===== config.mk =====
export PLATFORM = sky130hd
export DESIGN_NAME = sodl_core
export DESIGN_NICKNAME = d
export VERILOG_FILES = /design/src/hw/sodl_pkg.sv /design/src/hw/sodl_tick_if.sv /design/src/hw/sodl_tick.sv /design/src/hw/sodl_core.sv
export SDC_FILE = /design/constraint.sdc
export NUM_CORES = 1
export LEC_CHECK = 0
export ABC_CLOCK_PERIOD_IN_PS = 2820
export BUFFER_PORTS_ARGS = -buffer_cell sky130_fd_sc_hd__buf_2
export CORE_MARGIN = 2
export CORE_UTILIZATION = 40
export CTS_BUF_LIST = sky130_fd_sc_hd__clkbuf_8
export DETAILED_ROUTE_END_ITERATION = 8
export SYNTH_ARGS = -nofsm -noshare
export SYNTH_HDL_FRONTEND = slang
export SYNTH_SLANG_ARGS = --single-unit
export TNS_END_PERCENT = 100

===== constraint.sdc =====
create_clock -name clk_sys -period 2.82 [get_ports clk_sys]
set_input_delay 0.141 -clock clk_sys [delete_from_list [all_inputs] [get_ports clk_sys]]
set_output_delay 0.141 -clock clk_sys [all_outputs]
set_load 0.005 [all_outputs]

===== src/hw/sodl_pkg.sv =====
// package of constants and types for the safety output and diagnostic logic
package sodl_pkg;
    // ------------------------------------------------------------
    // timing
    // ------------------------------------------------------------
    localparam int CLK_HZ = 50_000_000;
    localparam int MS_TICK_CYC = CLK_HZ / 1000;
    localparam int BLINK_HZ = 5;
    localparam int BLINK_HALF_MS = 1000 / (2 * BLINK_HZ);
    localparam int DISCREP_MS = 500;
    localparam int WARN_TRIP_MIN = 30;
    localparam int WARN_TRIP_MS = WARN_TRIP_MIN * 60 * 1000;
    localparam int MS_CNT_W = 16;
    localparam int LONG_CNT_W = 21;
    // ------------------------------------------------------------
    // bit positions
    // ------------------------------------------------------------
    localparam int RSP_OUT_EN = 0;
    localparam int RSP_ACT_DET = 1;
    localparam int RSP_FB_OPEN = 3;
    localparam int RSP_INPUTS = 4;
    localparam int RSP_LIMIT = 5;
    localparam int RSP_WARN = 6;
    localparam int RSP_ERR = 7;
    localparam int REQ_ACK = 6;
    localparam int REQ_RESET = 7;
    localparam int ERR_ACTUATOR = 4;
    localparam int ERR_INTERNAL = 5;
    localparam int ERR_DISCREP = 6;
    localparam int WRN_COMM = 6;
    localparam logic [7:0] DIAG_MASK = 8'h2F;
    typedef enum logic [1:0] {SODL_WAIT, SODL_ARMED, SODL_ON} sodl_state_t;
endpackage


===== src/hw/sodl_tick_if.sv =====
// interface carrying the millisecond tick between the modules
interface sodl_tick_if;
    logic ms_tick;
    logic blink;
    modport src (output ms_tick, output blink);
    modport dst (input ms_tick, input blink);
endinterface


===== src/hw/sodl_tick.sv =====
// millisecond tick and 5 Hz blink generator
module sodl_tick
    import sodl_pkg::*;
(
    input wire logic clk_sys,
    input wire logic rst_n,
    sodl_tick_if.src tk
);
    logic [15:0] div_r;
    logic [7:0] half_r;
    logic tick_r;
    logic blink_r;
    wire div_end = (div_r == 16'(MS_TICK_CYC - 1));
    wire half_end = (half_r == 8'(BLINK_HALF_MS - 1));
    // ------------------------------------------------------------
    // divider: one tick per millisecond
    // ------------------------------------------------------------
    always_ff @(posedge clk_sys) begin
        if (!rst_n) begin
            div_r <= 16'h0000;
            tick_r <= 1'b0;
        end else begin
            div_r <= div_end ? 16'h0000 : div_r + 16'h0001;
            tick_r <= div_end;
        end
    end
    // blink toggles every 100 ms, giving 5 Hz
    always_ff @(posedge clk_sys) begin
        if (!rst_n) begin
            half_r <= 8'h00;
            blink_r <= 1'b0;
        end else if (tick_r) begin
            half_r <= half_end ? 8'h00 : half_r + 8'h01;
            if (half_end) blink_r <= ~blink_r;
        end
    end
    assign tk.ms_tick = tick_r;
    assign tk.blink = blink_r;
endmodule


===== src/hw/sodl_core.sv =====
// safety output release, discrepancy monitor and serial diagnostic bytes
module sodl_core
    import sodl_pkg::*;
#(
    parameter int WARN_TRIP_MS_P = WARN_TRIP_MS
) (
    input wire logic clk_sys,
    input wire logic rst_n,
    input wire logic safety_input_a,
    input wire logic safety_input_b,
    input wire logic feedback_closed,
    input wire logic reset_button,
    input wire logic ack_button,
    input wire logic actuator_present,
    input wire logic actuator_limit,
    input wire logic actuator_bad,
    input wire logic internal_fault,
    input wire logic [5:0] warn_causes,
    input wire logic comm_error,
    input wire logic auto_release_variant,
    input wire logic edge_reset_variant,
    input wire logic discrep_enable,
    input wire logic [7:0] request_byte,
    input wire logic request_valid,
    input wire logic nv_fault_in,
    output logic nv_fault_wr,
    output logic nv_fault_data,
    output logic safety_output_a,
    output logic safety_output_b,
    output logic ready_led,
    output logic [7:0] response_byte,
    output logic [7:0] warning_flags,
    output logic [7:0] error_flags
);
    sodl_tick_if tk ();
    sodl_tick u_tick (.clk_sys(clk_sys), .rst_n(rst_n), .tk(tk));

    // ------------------------------------------------------------
    // pin synchronisers: two flops before any logic, except request_byte and request_valid
    // ------------------------------------------------------------
    localparam int NS = 13;
    logic [NS-1:0] s1_r, s2_r;
    wire [NS-1:0] pins = {nv_fault_in, discrep_enable, edge_reset_variant,
        auto_release_variant, internal_fault, actuator_bad, actuator_limit,
        actuator_present, ack_button, reset_button, feedback_closed,
        safety_input_b, safety_input_a};
    always_ff @(posedge clk_sys) begin
        if (!rst_n) begin
            s1_r <= '0;
            s2_r <= '0;
        end else begin
            s1_r <= pins;
            s2_r <= s1_r;
        end
    end
    logic [5:0] w1_r, w2_r;
    logic c1_r, c2_r;
    always_ff @(posedge clk_sys) begin
        if (!rst_n) begin
            w1_r <= 6'h00;
            w2_r <= 6'h00;
            c1_r <= 1'b0;
            c2_r <= 1'b0;
        end else begin
            w1_r <= warn_causes;
            w2_r <= w1_r;
            c1_r <= comm_error;
            c2_r <= c1_r;
        end
    end
    wire in_a = s2_r[0];
    wire in_b = s2_r[1];
    wire fb_closed = s2_r[2];
    wire rst_btn = s2_r[3];
    wire ack_btn = s2_r[4];
    wire act_det = s2_r[5];
    wire act_lim = s2_r[6];
    wire act_bad = s2_r[7];
    wire int_flt = s2_r[8];
    wire v_auto = s2_r[9];
    wire v_edge = s2_r[10];
    wire disc_on = s2_r[11];
    wire nv_in = s2_r[12];

    // edge history for buttons and the request reset bit
    logic rst_btn_d_r, ack_btn_d_r, req7_r, nv_loaded_r;
    always_ff @(posedge clk_sys) begin
        if (!rst_n) begin
            rst_btn_d_r <= 1'b0;
            ack_btn_d_r <= 1'b0;
            req7_r <= 1'b0;
        end else begin
            rst_btn_d_r <= rst_btn;
            ack_btn_d_r <= ack_btn;
            if (request_valid) req7_r <= request_byte[REQ_RESET];
        end
    end
    wire rst_fall = rst_btn_d_r & ~rst_btn;
    // only bits 6 and 7 of the request carry meaning; others ignored
    wire serial_ack = request_valid & request_byte[REQ_ACK];
    wire req7_fall = request_valid & req7_r & ~request_byte[REQ_RESET];
    wire ack_any = (ack_btn_d_r & ~ack_btn) | serial_ack;

    // ------------------------------------------------------------
    // discrepancy monitor
    // ------------------------------------------------------------
    logic [MS_CNT_W-1:0] disc_cnt_r;
    logic disc_flt_r;
    wire inputs_differ = in_a ^ in_b;
    wire disc_trip = disc_on & inputs_differ
        & (disc_cnt_r >= MS_CNT_W'(DISCREP_MS));
    // timer runs from first input off until the second follows; it stops at the
    // limit so it cannot wrap and re-arm while monitoring is switched off
    always_ff @(posedge clk_sys) begin
        if (!rst_n) begin
            disc_cnt_r <= '0;
        end else if (!inputs_differ) begin
            disc_cnt_r <= '0;
        end else if (tk.ms_tick && (disc_cnt_r < MS_CNT_W'(DISCREP_MS))) begin
            disc_cnt_r <= disc_cnt_r + MS_CNT_W'(1);
        end
    end
    // the fault reloads from the non-volatile copy after reset, but only once the
    // synchroniser holds the real cell value: before that it still reads zero
    localparam logic [1:0] NV_LOAD_AT = 2'h2;
    logic [1:0] ld_cnt_r;
    always_ff @(posedge clk_sys) begin
        if (!rst_n) begin
            disc_flt_r <= 1'b0;
            nv_loaded_r <= 1'b0;
            ld_cnt_r <= 2'h0;
        end else begin
            if (ld_cnt_r != NV_LOAD_AT) ld_cnt_r <= ld_cnt_r + 2'h1;
            else nv_loaded_r <= 1'b1;
            if (!nv_loaded_r) disc_flt_r <= nv_in;
            else if (disc_trip) disc_flt_r <= 1'b1;                         // set wins
            else if (ack_any) disc_flt_r <= 1'b0;
        end
    end
    // store writes happen on every change of the latched fault once the cell value is loaded
    always_ff @(posedge clk_sys) begin
        if (!rst_n) begin
            nv_fault_wr <= 1'b0;
            nv_fault_data <= 1'b0;
        end else begin
            nv_fault_wr <= nv_loaded_r & (disc_flt_r != nv_fault_data);
            nv_fault_data <= nv_loaded_r ? disc_flt_r : nv_in;
        end
    end

    // ------------------------------------------------------------
    // internal fault latch and warning timer
    // ------------------------------------------------------------
    logic int_flt_r;
    wire guard_open = ~act_det;
    always_ff @(posedge clk_sys) begin
        if (!rst_n) begin
            int_flt_r <= 1'b0;
        end else if (int_flt) begin
            int_flt_r <= 1'b1;
        end else if (req7_fall || guard_open) begin
            int_flt_r <= 1'b0;
        end
    end
    logic [LONG_CNT_W-1:0] warn_ms_r;
    logic warn_trip_r;
    // only defined causes count; comm errors keep the outputs as they are
    wire warn_any = |({2'b00, w2_r} & DIAG_MASK);
    always_ff @(posedge clk_sys) begin
        if (!rst_n) begin
            warn_ms_r <= '0;
            warn_trip_r <= 1'b0;
        end else if (!warn_any) begin
            warn_ms_r <= '0;
            warn_trip_r <= 1'b0;
        end else if (tk.ms_tick) begin
            if (warn_ms_r >= LONG_CNT_W'(WARN_TRIP_MS_P - 1)) warn_trip_r <= 1'b1;
            else warn_ms_r <= warn_ms_r + LONG_CNT_W'(1);
        end
    end

    // ------------------------------------------------------------
    // release state machine
    // ------------------------------------------------------------
    sodl_state_t st_r, st_nxt;
    wire hard_off = disc_flt_r | disc_trip | int_flt_r | warn_trip_r | act_bad;
    // edge variant wins when both straps are set: the safer reading
    wire release_ok = v_edge ? rst_fall : v_auto;
    always_comb begin
        st_nxt = st_r;
        case (st_r)
            SODL_WAIT: if (fb_closed && !hard_off && nv_loaded_r) st_nxt = SODL_ARMED;
            SODL_ARMED: begin
                if (!fb_closed || hard_off) st_nxt = SODL_WAIT;
                else if (release_ok && in_a && in_b) st_nxt = SODL_ON;
            end
            // comm errors are not a cause here: outputs hold their state
            SODL_ON: if (hard_off || !(in_a & in_b)) st_nxt = SODL_WAIT;
            default: st_nxt = SODL_WAIT;
        endcase
    end
    wire out_on = (st_nxt == SODL_ON);
    always_ff @(posedge clk_sys) begin
        if (!rst_n) begin
            st_r <= SODL_WAIT;
            safety_output_a <= 1'b0;
            safety_output_b <= 1'b0;
            ready_led <= 1'b0;
        end else begin
            st_r <= st_nxt;
            safety_output_a <= out_on;
            safety_output_b <= out_on;
            ready_led <= out_on | ((st_nxt != SODL_ON) & tk.blink);
        end
    end

    // ------------------------------------------------------------
    // diagnostic bytes, undefined bits forced low
    // ------------------------------------------------------------
    wire [7:0] err_nxt = {1'b0, disc_flt_r | disc_trip, int_flt_r, act_bad, 4'h0};
    wire [7:0] warn_nxt = ({2'b00, w2_r} & DIAG_MASK) | (8'(c2_r) << WRN_COMM);
    wire [7:0] rsp_nxt = {|err_nxt, |warn_nxt, act_lim, in_a & in_b,
        ~fb_closed, 1'b0, act_det, out_on};
    always_ff @(posedge clk_sys) begin
        if (!rst_n) begin
            response_byte <= 8'h00;
            warning_flags <= 8'h00;
            error_flags <= 8'h00;
        end else begin
            response_byte <= rsp_nxt;
            warning_flags <= warn_nxt;
            error_flags <= err_nxt;
        end
    end
endmodule


Word-level counts from Yosys, hierarchy flattened. Index checks and enable logic that the tools add are counted.

Output and inout bits: 29. Input bits: 31. Bits in latches: 0. Memory bits (writable): 0. Word-level logic and storage cells: 108. Memories: 0. ROM bits: 0. Bits in registers: 142.

Shift operators: 0. Magnitude comparators: 3. $mul: 0. Div/mod/pow operators: 0. Mux-type cells: 13. Reduce and logical (&&, ||, !) cells: 22. Equal/unequal tests: 9. Bitwise gates (word level): 26. Add/subtract/negate cells: 5.

Operators with widths (count): 16-bit by 1-bit adder with 16-bit output, second input constant (2); 21-bit by 1-bit adder with 21-bit output, second input constant (1); 21-bit >= comparator, second input constant (1); 16-bit equality test, second input constant (1); 16-bit by 9-bit >= comparator with 1-bit output, second input constant (1); 16-bit by 9-bit < comparator with 1-bit output, second input constant (1); 1-bit bitwise AND (10); 2-bit AND reduction (5); 8-bit by 1-bit adder with 8-bit output, second input constant (1); 8-bit by 7-bit equality test with 1-bit output, second input constant (1); 2-bit two-way mux (4); 8-bit two-way mux (1); 1-bit inverter (8); 8-bit OR reduction (1); 1-bit two-way mux (7); 6-bit by 7-bit OR with 7-bit output (1); 1-bit OR (6); 2-bit one-hot mux with 3 select lines (1); 1-bit logical AND (5); 5-bit OR reduction (1); 2-bit equality test, second input constant (2); 2-bit inequality test, second input constant (2); 1-bit zero test (3); 1-bit logical OR (3); other kinds (9) (9).

Logic depth before layout (Yosys ltp). Gate-level depths: netlist of the first run.

Depth after elaboration: 15. Depth in mapped cells: 9. Gate-level depth less buffers: 7.

Modules after synthesis. Synthesis of the first run repeated with hierarchy kept, for this count alone.

Cells, all modules: 575. Area total of the unflattened synthesis: 5502.8 um^2.

Modules (own cells, without submodules): sodl_core (area each 4332.9 um^2, sequential area each 2102.0 um^2, instances 1, cells an instance 452); sodl_tick (area each 1169.9 um^2, sequential area each 520.5 um^2, instances 1, cells an instance 123).

Least setup slack after synthesis of the first run. No wires, ideal clock.

Path kind: flip-flop to flip-flop. Start: register warn_ms_r[2]. End: register warn_ms_r[1]. Arrival time: 1.923 ns. Period minus slack after synthesis: 2.037 ns. Stages on the path, launching flop included: 10. Path slack: 0.783 ns. Data required time: 2.706 ns. Cells stage by stage: dfxtp_1 -> and4_1 -> buf_6 -> a2111oi_4 -> or4_4 -> a41oi_4 -> buf_6 -> buf_12 -> mux2i_1 -> nor2_1.

Word-level cells in the longest chain between the ends: 3.

Ends and longest elaborated chain: start, declared (RTL line sodl_core.sv:165) `logic [LONG_CNT_W-1:0] warn_ms_r;`; start signal, assigned (RTL line sodl_core.sv:178) `else warn_ms_r <= warn_ms_r + LONG_CNT_W'(1);`; 21-bit >= comparator (RTL line sodl_core.sv:177) `if (warn_ms_r >= LONG_CNT_W'(WARN_TRIP_MS_P - 1)) warn_trip_r <= 1'b1;`; 1-bit inverter (no source line); 2-bit AND reduction (no source line).

No other way between the ends. A chain may end at the register's enable or synchronous reset.

Worst setup path in the final report of the first run.
Start: register warn_ms_r[2]. End: register warn_ms_r[18].

Word-level cells in the longest chain between the ends: 3. Elaborated cells between the ends (all ways): 4. Classes of those cells: add/sub: 1; order compare: 1; bitwise: 1; reduce/logical: 1.

Ends and longest elaborated chain (RTL line): 21-bit >= comparator (sodl_core.sv:177); 1-bit inverter (no source line); 2-bit AND reduction (no source line).

Parallel ways exist; a longest one is shown, timed or not.

==> impl_metrics.ini, run 1 <==
[layout]
nets = 603
n_fill_cell = 1106
multi_input_area_um2 = 2050
final_common_cell = dfxtp_1
layout_common_cells = dfxtp_1 (131), nor2_1 (53), and2_1 (53)
seq_area_um2 = 2620
postLayoutCoreUtil_pct = 47.8
layout-drive-gt1-share_pct = 14.9
final_cells = 725
diodes = 0
areaGrowthSynthToFinish_pct = 17.2

[worst_setup_path]
critPathBufInv = 1
rr_worst_depth = 7
cp.depth = 7
cp_data_arrival_time_ns = 2.64
crit_type = reg -> reg
path_delay_family = simple AND/OR/NAND/NOR gates
slowest_stage = or4_1
max_stage_delay_ns = 0.52
worst_setup_path_end_kind = register
worstPathCellList = and4_1 -> a2111oi_4 -> or4_4 -> a41oi_4 -> buf_4 -> or4_1 -> a21oi_1
required_ns = 3.16
crit_path_start_kind = register
crit_fanout = 34

[route]
wirelength_um = 8570
vias = 3505
drt_pass1_iterations = 4
drc_errors = 0
viasPerCell = 4.83
wl_per_cell_um = 11.8
drtIter0Drc = 106
detail-route-antenna-nets = 0

[placement]
post-place-cells = 673
port_buffers = 44
hpwl_um = 5820
globalplace.congestion = 0.826

[yosys]
synth.cell_area_um2 = 4880
synth_ff_type = dfxtp_1
synth.avg_cell_area_um2 = 9.75
synth_top_area_share_pct = 53.8
synth-seq-cells = 131
netlist_instances = 500
synth.distinct_cells = 47
yosysTopAreaCell = dfxtp_1
seq_area_frac_synth_pct = 53.8
synth_edf_count = 0
yosys_warnings = 0
postSynth.asyncResetShare_pct = 0
synth.area.top_cells = dfxtp_1 (54%), and2_1 (6.8%), nor2_1 (4.1%), xor2_1 (3.2%), xnor2_1 (2.5%)

[die]
start_util_pct = 40.8
dieArea_um2 = 13100
die_h_um = 114
die_w_um = 114
core_area_um2 = 12000
row_count = 40
ios = 60

[cts]
clock_path_buffers = 2
clock_latency_ns = 0.42
cts_tree = yes
root_buffer = clkbuf_8
cts_buffers = 17
htree_levels = 4
cts_sinks = 131
path_clk_slew_ns = 0.07
cts_resized = 0
cts_setup_buffers = 0

[global_route]
grt_pass1_wl_um = 14900
grt_overflow = 0
antenna_found_initial = 0
grt_max_degree = 45
grt_pass1_vias = 3335
grt_usage_pct = 14.1

[sta]
hold_viol_final = 0
worst_pin_slew_ns = 0.522
period_needed_ns = 2.30
fin_setup_tns_ns = 0
fmax_mhz = 435
period_share_pct = 81.6
fin_skew_ns = 0.0138
relSlewSlack_pct = 65.0
rsz0062_at_grt = no
slew_viol_final = 0
setup_violations = 0

[power_and_ir_drop]
pwr-share-seq_pct = 54.4
vdd_drop_max_mv = 0.284
p_comb_share_pct = 5.2
clkPwrFrac_pct = 40.4
power_density_nw_per_um2 = 626
leakage_nw = 2.26
p_sw_mw = 0.836
finalPower_mw = 3.58
p_int_mw = 2.75
swShare_pct = 23.3

[min_path]
min_path_cells = 3
holdCritPathClass = in -> reg

[job]
maxCapViolCount = 0

[status]
outcome = complete, no violations
==> cells in the mapped netlist, types with 12 or more instances <==
master and count:
or3_1 13, a21oi_1 23, nor2_1 53, and3_1 16
o21ai_0 18, xor2_1 18, xnor2_1 14, clkbuf_1 12
nand4_1 12, and2_1 53, nand3_1 20, dfxtp_1 131
nand2_1 24
==> layer usage <==
| layer | vias up | GRT usage (%) | wire [um] |
|---|---|---|---|
| met5 | - | 0 | 0 |
| met4 | 0 | 6.42 | 131 |
| met3 | 9 | 3.49 | 264 |
| met2 | 51 | 23.5 | 4110 |
| met1 | 1617 | 17.3 | 4070 |
| li1 | 1828 | - | - |
==> worst reg2reg max path, delay by kind of cell, from the launching register on <==
kind                   cells  cell delay [ns]
flip-flops                 1             0.35
AND/OR/NAND/NOR            3             1.02
buffers and inverters      1             0.25
AO/OA/AOI/OAI              3             0.62
==> sequential cells by signal, indices dropped and copies added (netlist names), 2 cells and up <==
name,count
ld_cnt_r,2
response_byte,7
st_r,2
error_flags,3
disc_cnt_r,16
w2_r,5
warn_ms_r,21
w1_r,5
u_tick.div_r,16
warning_flags,6
u_tick.half_r,8
s1_r,13
s2_r,13
==> metrics by stage <==
| step | instance area (um^2) | hold slack, ns | setup slack, ns |
|---|---|---|---|
| after floorplan | 4900 | 0.268 | 0.783 |
| after global placement | 5140 | 0.346 | 0.559 |
| after detailed placement | 5140 | 0.349 | 0.520 |
| after CTS | 5720 | 0.00931 | 0.492 |
| after global routing | 5720 | 0.0545 | 0.292 |
| final | 5720 | 0.0341 | 0.519 |
==> kinds of logic (layout without fill, tap and decap cells) <==
logic type,Yosys count,in the layout,synth area share [%]
compound gates,61,61,8.06
xor+xnor,32,32,5.75
fa+ha+maj,7,7,1.80
buf+inv,39,110,4.77
flops,131,131,53.8
mux,5,5,1.03
other cells,1,8,0.0769
simple gates,224,224,24.8
==> final cells by class <==
cell class                 count  share of cell area (%)
clock buffer                  19                    4.57
multi-input combinational    337                    35.8
sequential                   131                    45.9
timing repair buffer          68                    7.88
tap                          147                    3.22
clock inverter                13                    1.99
inverter                      10                   0.656
==> power by group through the flow <==
stage | Clock [mW] | Combinational (mW) | Sequential (mW)
3_5_place_dp | 0 | 0.170 | 1.99
6_report | 1.45 | 0.187 | 1.95
5_1_grt | 1.59 | 0.215 | 1.95
4_1_cts | 1.49 | 0.191 | 1.95
3_3_place_gp | 0 | 0.166 | 1.99
2_1_floorplan | 0 | 0.125 | 1.98
==> timing repair <==
action	CTS	global route
hold buffers	20	0
setup endpoints to repair	0	0
endpoints found under the hold margin	20	0
==> worst paths after layout <==
| check | endpoint | slack, ns | startpoint |
|---|---|---|---|
| max | warn_ms_r[18]$_SDFFE_PN0P_ | 0.52 | warn_ms_r[2]$_SDFFE_PN0P_ |
| max reg2reg | warn_ms_r[18]$_SDFFE_PN0P_ | 0.52 | warn_ms_r[2]$_SDFFE_PN0P_ |
| min | req7_r$_SDFFE_PN0P_ | 0.03 | request_valid |
| min reg2reg | s2_r[7]$_SDFF_PN0_ | 0.43 | s1_r[7]$_SDFF_PN0_ |
Note: power is estimated with default switching activity, not from simulation.
==> run 2: changes to the inputs <==
- ABC_CLOCK_PERIOD_IN_PS: 2820 -> 2350
- clock period: 2.82 -> 2.35 ns (I/O delays scaled with it)
==> impl_metrics.ini, run 2 (synthesized netlist as in run 1, its figures left out) <==
[cts]
htree_levels = 4
clock_path_buffers = 2
clock_latency_ns = 0.42
cts_buffers = 17
cts_resized = 0
root_buffer = clkbuf_8
path_clk_slew_ns = 0.07
cts_sinks = 131
cts_tree = yes

[route]
drt_pass1_iterations = 5
vias = 3550
detail-route-antenna-nets = 0
drc_errors = 0
wl_per_cell_um = 12.0
drtIter0Drc = 145
viasPerCell = 4.86
wirelength_um = 8800

[sta]
rsz0062_at_grt = no
fin_setup_tns_ns = 0
fin_skew_ns = 0.00639
fmax_mhz = 464
period_share_pct = 91.8
setup_violations = 0
hold_viol_final = 0
slew_viol_final = 0
period_needed_ns = 2.16

[status]
outcome = complete, no violations

[layout]
layout-drive-gt1-share_pct = 15.9
final_common_cell = dfxtp_1
areaGrowthSynthToFinish_pct = 20.4
diodes = 0
top_register = warn_ms_r
reg_top3 = warn_ms_r (21), disc_cnt_r (16), u_tick.div_r (16)
n_fill_cell = 1104
postLayoutCoreUtil_pct = 49.1
nets = 609
layout_common_cells = dfxtp_1 (131), nor2_1 (53), and2_1 (53)
largest_reg_flops = 21

[power_and_ir_drop]
power_density_nw_per_um2 = 819
vdd_drop_max_mv = 0.500
leakage_nw = 2.34

[worst_setup_path]
worst_setup_path_end_kind = register
r2r-start = warn_ms_r[2]$_SDFFE_PN0P_
crit_fanout = 12
crit_path_start_kind = register
cp_data_arrival_time_ns = 2.51
required_ns = 2.71
rr_worst_depth = 7
crit_type = reg -> reg
reg2reg_slack_ns = 0.19
startpoint = warn_ms_r[2]$_SDFFE_PN0P_
reg2reg_to = warn_ms_r[7]$_SDFFE_PN0P_
crit_end = warn_ms_r[7]$_SDFFE_PN0P_

[min_path]
min_path_cells = 2
holdCritPathClass = in -> reg

[die]
start_util_pct = 40.8
core_area_um2 = 12000
dieArea_um2 = 13100
ios = 60
row_count = 40
die_h_um = 114
die_w_um = 114

[placement]
port_buffers = 44
hpwl_um = 5960
globalplace.congestion = 0.764

[global_route]
gr-usage-met1_pct = 17.3
grt_max_degree = 43
top_usage_layer = met2
grt_overflow = 0
grt_use_met3_pct = 5.03
grt_use_met2_pct = 24.3
grt_pass1_wl_um = 15200
grt_pass1_vias = 3426
antenna_found_initial = 0
grt_usage_pct = 14.8

[job]
maxCapViolCount = 0
## run 2: changes by cell type in the layout (fill, tap and decap cells not counted)
| cell | delta |
|---|---|
| bufinv_16 | +5 |
| inv_1 | -2 |
| clkbuf_8 | -1 |
| clkinv_4 | -2 |
| clkinv_2 | +2 |
| buf_4 | +5 |
| dlygate4sd3_1 | +1 |
| clkinvlp_4 | -2 |
## run 2: metal layers
metal	vias up	routed length, um
li1	1836	-
met1	1644	4140
met2	66	4270
met3	4	310
met4	0	78
met5	-	0
## run 2: where the power goes
group	leakage, nW	switching [mW]	internal, mW
Sequential	1.07	0.0408	2.30
Combinational	1.03	0.117	0.116
Clock	0.242	0.847	1.40
## run 2: worst min-delay path by stage
stage | endpoint | slack (ns) | start
final | ready_led$_SDFF_PN0_ | 0.05 | rst_n
after global routing | ready_led$_SDFF_PN0_ | 0.02 | rst_n
after CTS | ready_led$_SDFF_PN0_ | 0.02 | rst_n
after detailed placement | s1_r[2]$_SDFF_PN0_ | 0.33 | feedback_closed
after global placement | s1_r[8]$_SDFF_PN0_ | 0.32 | internal_fault
after floorplan | c1_r$_SDFF_PN0_ | 0.24 | comm_error
## run 2: what timing repair did
action | CTS | global route
hold endpoints to repair | 20 | 0
setup buffers | 0 | 0
hold buffers | 21 | 0
## run 2: cell type report
cell class / count / area (um^2) / area share, %
Clock buffer: 18 / 248 / 4.22
Timing Repair Buffer: 74 / 498 / 8.48
Tap cell: 147 / 184 / 3.13
Multi-Input combinational cell: 337 / 2050 / 34.9
Inverter: 10 / 37.5 / 0.639
Sequential cell: 131 / 2620 / 44.7
Clock inverter: 14 / 234 / 3.98
## run 2: metrics by stage
| step | area, um^2 | cells | worst slack (ns) | hold WS (ns) | power, mW |
|---|---|---|---|---|---|
| floorplan | 4900 | 507 | 0.313 | 0.245 | 2.53 |
| global placement | 5180 | 678 | 0.210 | 0.322 | 2.58 |
| detailed placement | 5180 | 678 | 0.215 | 0.326 | 2.60 |
| CTS | 5870 | 731 | 0.176 | 0.0202 | 4.88 |
| global route | 5870 | 731 | 0.0320 | 0.0207 | 5.02 |
| finish | 5870 | 731 | 0.193 | 0.0522 | 4.81 |
## run 2: critical path, stage by stage (launching register included)
cell       delay (ns)
dfxtp_1          0.35
and4_1           0.24
a2111oi_4        0.35
or4_4            0.19
a41oi_4          0.16
buf_4            0.22
or3_2            0.44
a21oi_1          0.14
==> run 3: changes to the inputs <==
- ABC_AREA: not set -> 1
==> impl_metrics.ini, run 3 <==
[die]
die_w_um = 120
start_util_pct = 40.9
dieArea_um2 = 14500
row_count = 42
ios = 60
die_h_um = 120
core_area_um2 = 13200

[power_and_ir_drop]
power_density_nw_per_um2 = 706
finalPower_mw = 4.51
vdd_drop_max_mv = 0.494
leakage_nw = 2.88

[sta]
rsz0062_at_grt = no
worst_slack_ns = 0.458
fin_skew_ns = 0.0161
setup_violations = 0
slew_viol_final = 0
worst_pin_slew_ns = 0.522
period_share_pct = 80.5
fin_setup_tns_ns = 0
relSlewSlack_pct = 65.0
hold_viol_final = 0
fmax_mhz = 529
period_needed_ns = 1.89

[worst_setup_path]
crit_end = warn_ms_r[20]$_SDFFE_PN0P_
worstPathCellList = ha_1 -> nand3_1 -> nor3_2 -> nand4_1 -> nand3_2 -> nand2_1 -> a21oi_1
required_ns = 2.70
reg2reg_to = warn_ms_r[20]$_SDFFE_PN0P_
crit_type = reg -> reg
max_stage_delay_ns = 0.44
rr_worst_depth = 7
reg2reg_slack_ns = 0.46
worst_setup_path_end_kind = register
cp_data_arrival_time_ns = 2.24
slowest_stage = dfxtp_1
crit_path_start_kind = register
crit_fanout = 20
startpoint = warn_ms_r[0]$_SDFFE_PN0P_
r2r-start = warn_ms_r[0]$_SDFFE_PN0P_

[layout]
largest_reg_flops = 21
layout_common_cells = nand2_1 (182), dfxtp_1 (131), inv_1 (120)
postLayoutCoreUtil_pct = 48.3
layout-drive-gt1-share_pct = 11.0
areaGrowthSynthToFinish_pct = 18.1
diodes = 0
reg_top3 = warn_ms_r (21), disc_cnt_r (16), u_tick.div_r (16)
top_register = warn_ms_r
final_cells = 992
nets = 841
final_common_cell = nand2_1
n_fill_cell = 1331

[yosys]
synth_top_area_share_pct = 48.4
yosys_warnings = 0
synth_ff_type = dfxtp_1
seq_area_frac_synth_pct = 48.4
synth.area.top_cells = dfxtp_1 (48%), nand2_1 (13%), inv_1 (8.3%), nor2_1 (5.7%), a21oi_1 (3.9%)
netlist_instances = 736
synth.avg_cell_area_um2 = 7.36
synth-seq-cells = 131
synth_edf_count = 0
synth.cell_area_um2 = 5420
yosys.cell_count.top_type = nand2_1
yosysTopAreaCell = dfxtp_1
postSynth.asyncResetShare_pct = 0
synthTopCellsByCount = nand2_1 (182), dfxtp_1 (131), inv_1 (120), nor2_1 (82), a21oi_1 (42)
synth.distinct_cells = 33

[job]
maxCapViolCount = 0

[global_route]
grt_max_degree = 46
grt_pass1_vias = 4302
antenna_found_initial = 0
grt_usage_pct = 15.9
grt_pass1_wl_um = 18500
grt_overflow = 0

[placement]
post-place-cells = 939
port_buffers = 44
hpwl_um = 7480
dp_slack_ns = 0.544
globalplace.congestion = 0.894

[route]
drt_pass1_iterations = 4
drtIter0Drc = 317
drc_errors = 0
viasPerCell = 4.62
wirelength_um = 10900
detail-route-antenna-nets = 0
wl_per_cell_um = 11.0
vias = 4586

[cts]
clock_path_buffers = 2
cts_tree = yes
path_clk_slew_ns = 0.08
cts_setup_buffers = 0
cts_sinks = 131
htree_levels = 4
clock_latency_ns = 0.44
cts_resized = 0
cts_buffers = 17
root_buffer = clkbuf_8

[status]
outcome = complete, no violations

[min_path]
holdCritPathClass = in -> reg
[run 3: kinds of logic after synthesis]
group / share of synthesized area, %
adder cells (fa/ha/maj): 1.62
flip-flops: 48.4
AND/OR/NAND/NOR: 28.6
buffers and inverters: 11.4
other: 0.0692
XOR/XNOR: 3.07
AO/OA/AOI/OAI: 6.79
[run 3: cell type report]
class,count,area (um^2),area share (%)
multi-input combinational,461,2200,34.4
clock buffer,18,248,3.87
tap,176,220,3.44
inverter,121,454,7.10
timing repair buffer,71,475,7.43
clock inverter,14,174,2.72
sequential,131,2620,41.0
[run 3: repair_timing]
action,CTS,global route
hold endpoints to repair,20,0
hold buffers,21,0
setup endpoints to repair,0,0
[run 3: critical path, delay by kind of cell (launching register included)]
kind / cells / cell delay, ns
flops: 1 / 0.44
compound gates: 1 / 0.15
fa+ha+maj: 1 / 0.20
simple gates: 5 / 1.01
[run 3: worst min-delay path by stage]
| stage | startpoint | end | slack [ns] | depth (start not counted) |
|---|---|---|---|---|
| 2_1_floorplan | comm_error | c1_r$_SDFF_PN0_ | 0.22 | 2 |
| 3_3_place_gp | warn_causes[3] | w1_r[3]$_SDFF_PN0_ | 0.30 | 3 |
| 3_5_place_dp | reset_button | s1_r[3]$_SDFF_PN0_ | 0.30 | 3 |
| 4_1_cts | request_byte[7] | int_flt_r$_SDFFE_PN0P_ | 0.03 | 5 |
| 5_1_grt | request_byte[7] | int_flt_r$_SDFFE_PN0P_ | 0.08 | 5 |
| 6_report | request_byte[7] | int_flt_r$_SDFFE_PN0P_ | 0.06 | 5 |
[run 3: metal layers]
layer	vias up	global-route usage [%]	part of all wire (%)
met5	-	0	0
met2	70	27.7	49
li1	2412	-	-
met3	13	4.15	3.8
met4	0	6.76	1.3
met1	2091	18.2	46
[run 3: metrics by stage]
step	hold WS, ns	cell area [um^2]
after floorplan	0.215	5440
after global placement	0.302	5760
after detailed placement	0.301	5760
after CTS	0.0332	6400
after global routing	0.0793	6400
final	0.0629	6400
[run 3: report_power, final]
group / total [mW] / switching [mW] / internal (mW)
sequential: 2.31 / 0.0286 / 2.29
combinational: 0.201 / 0.114 / 0.0869
clock: 2.00 / 0.907 / 1.09
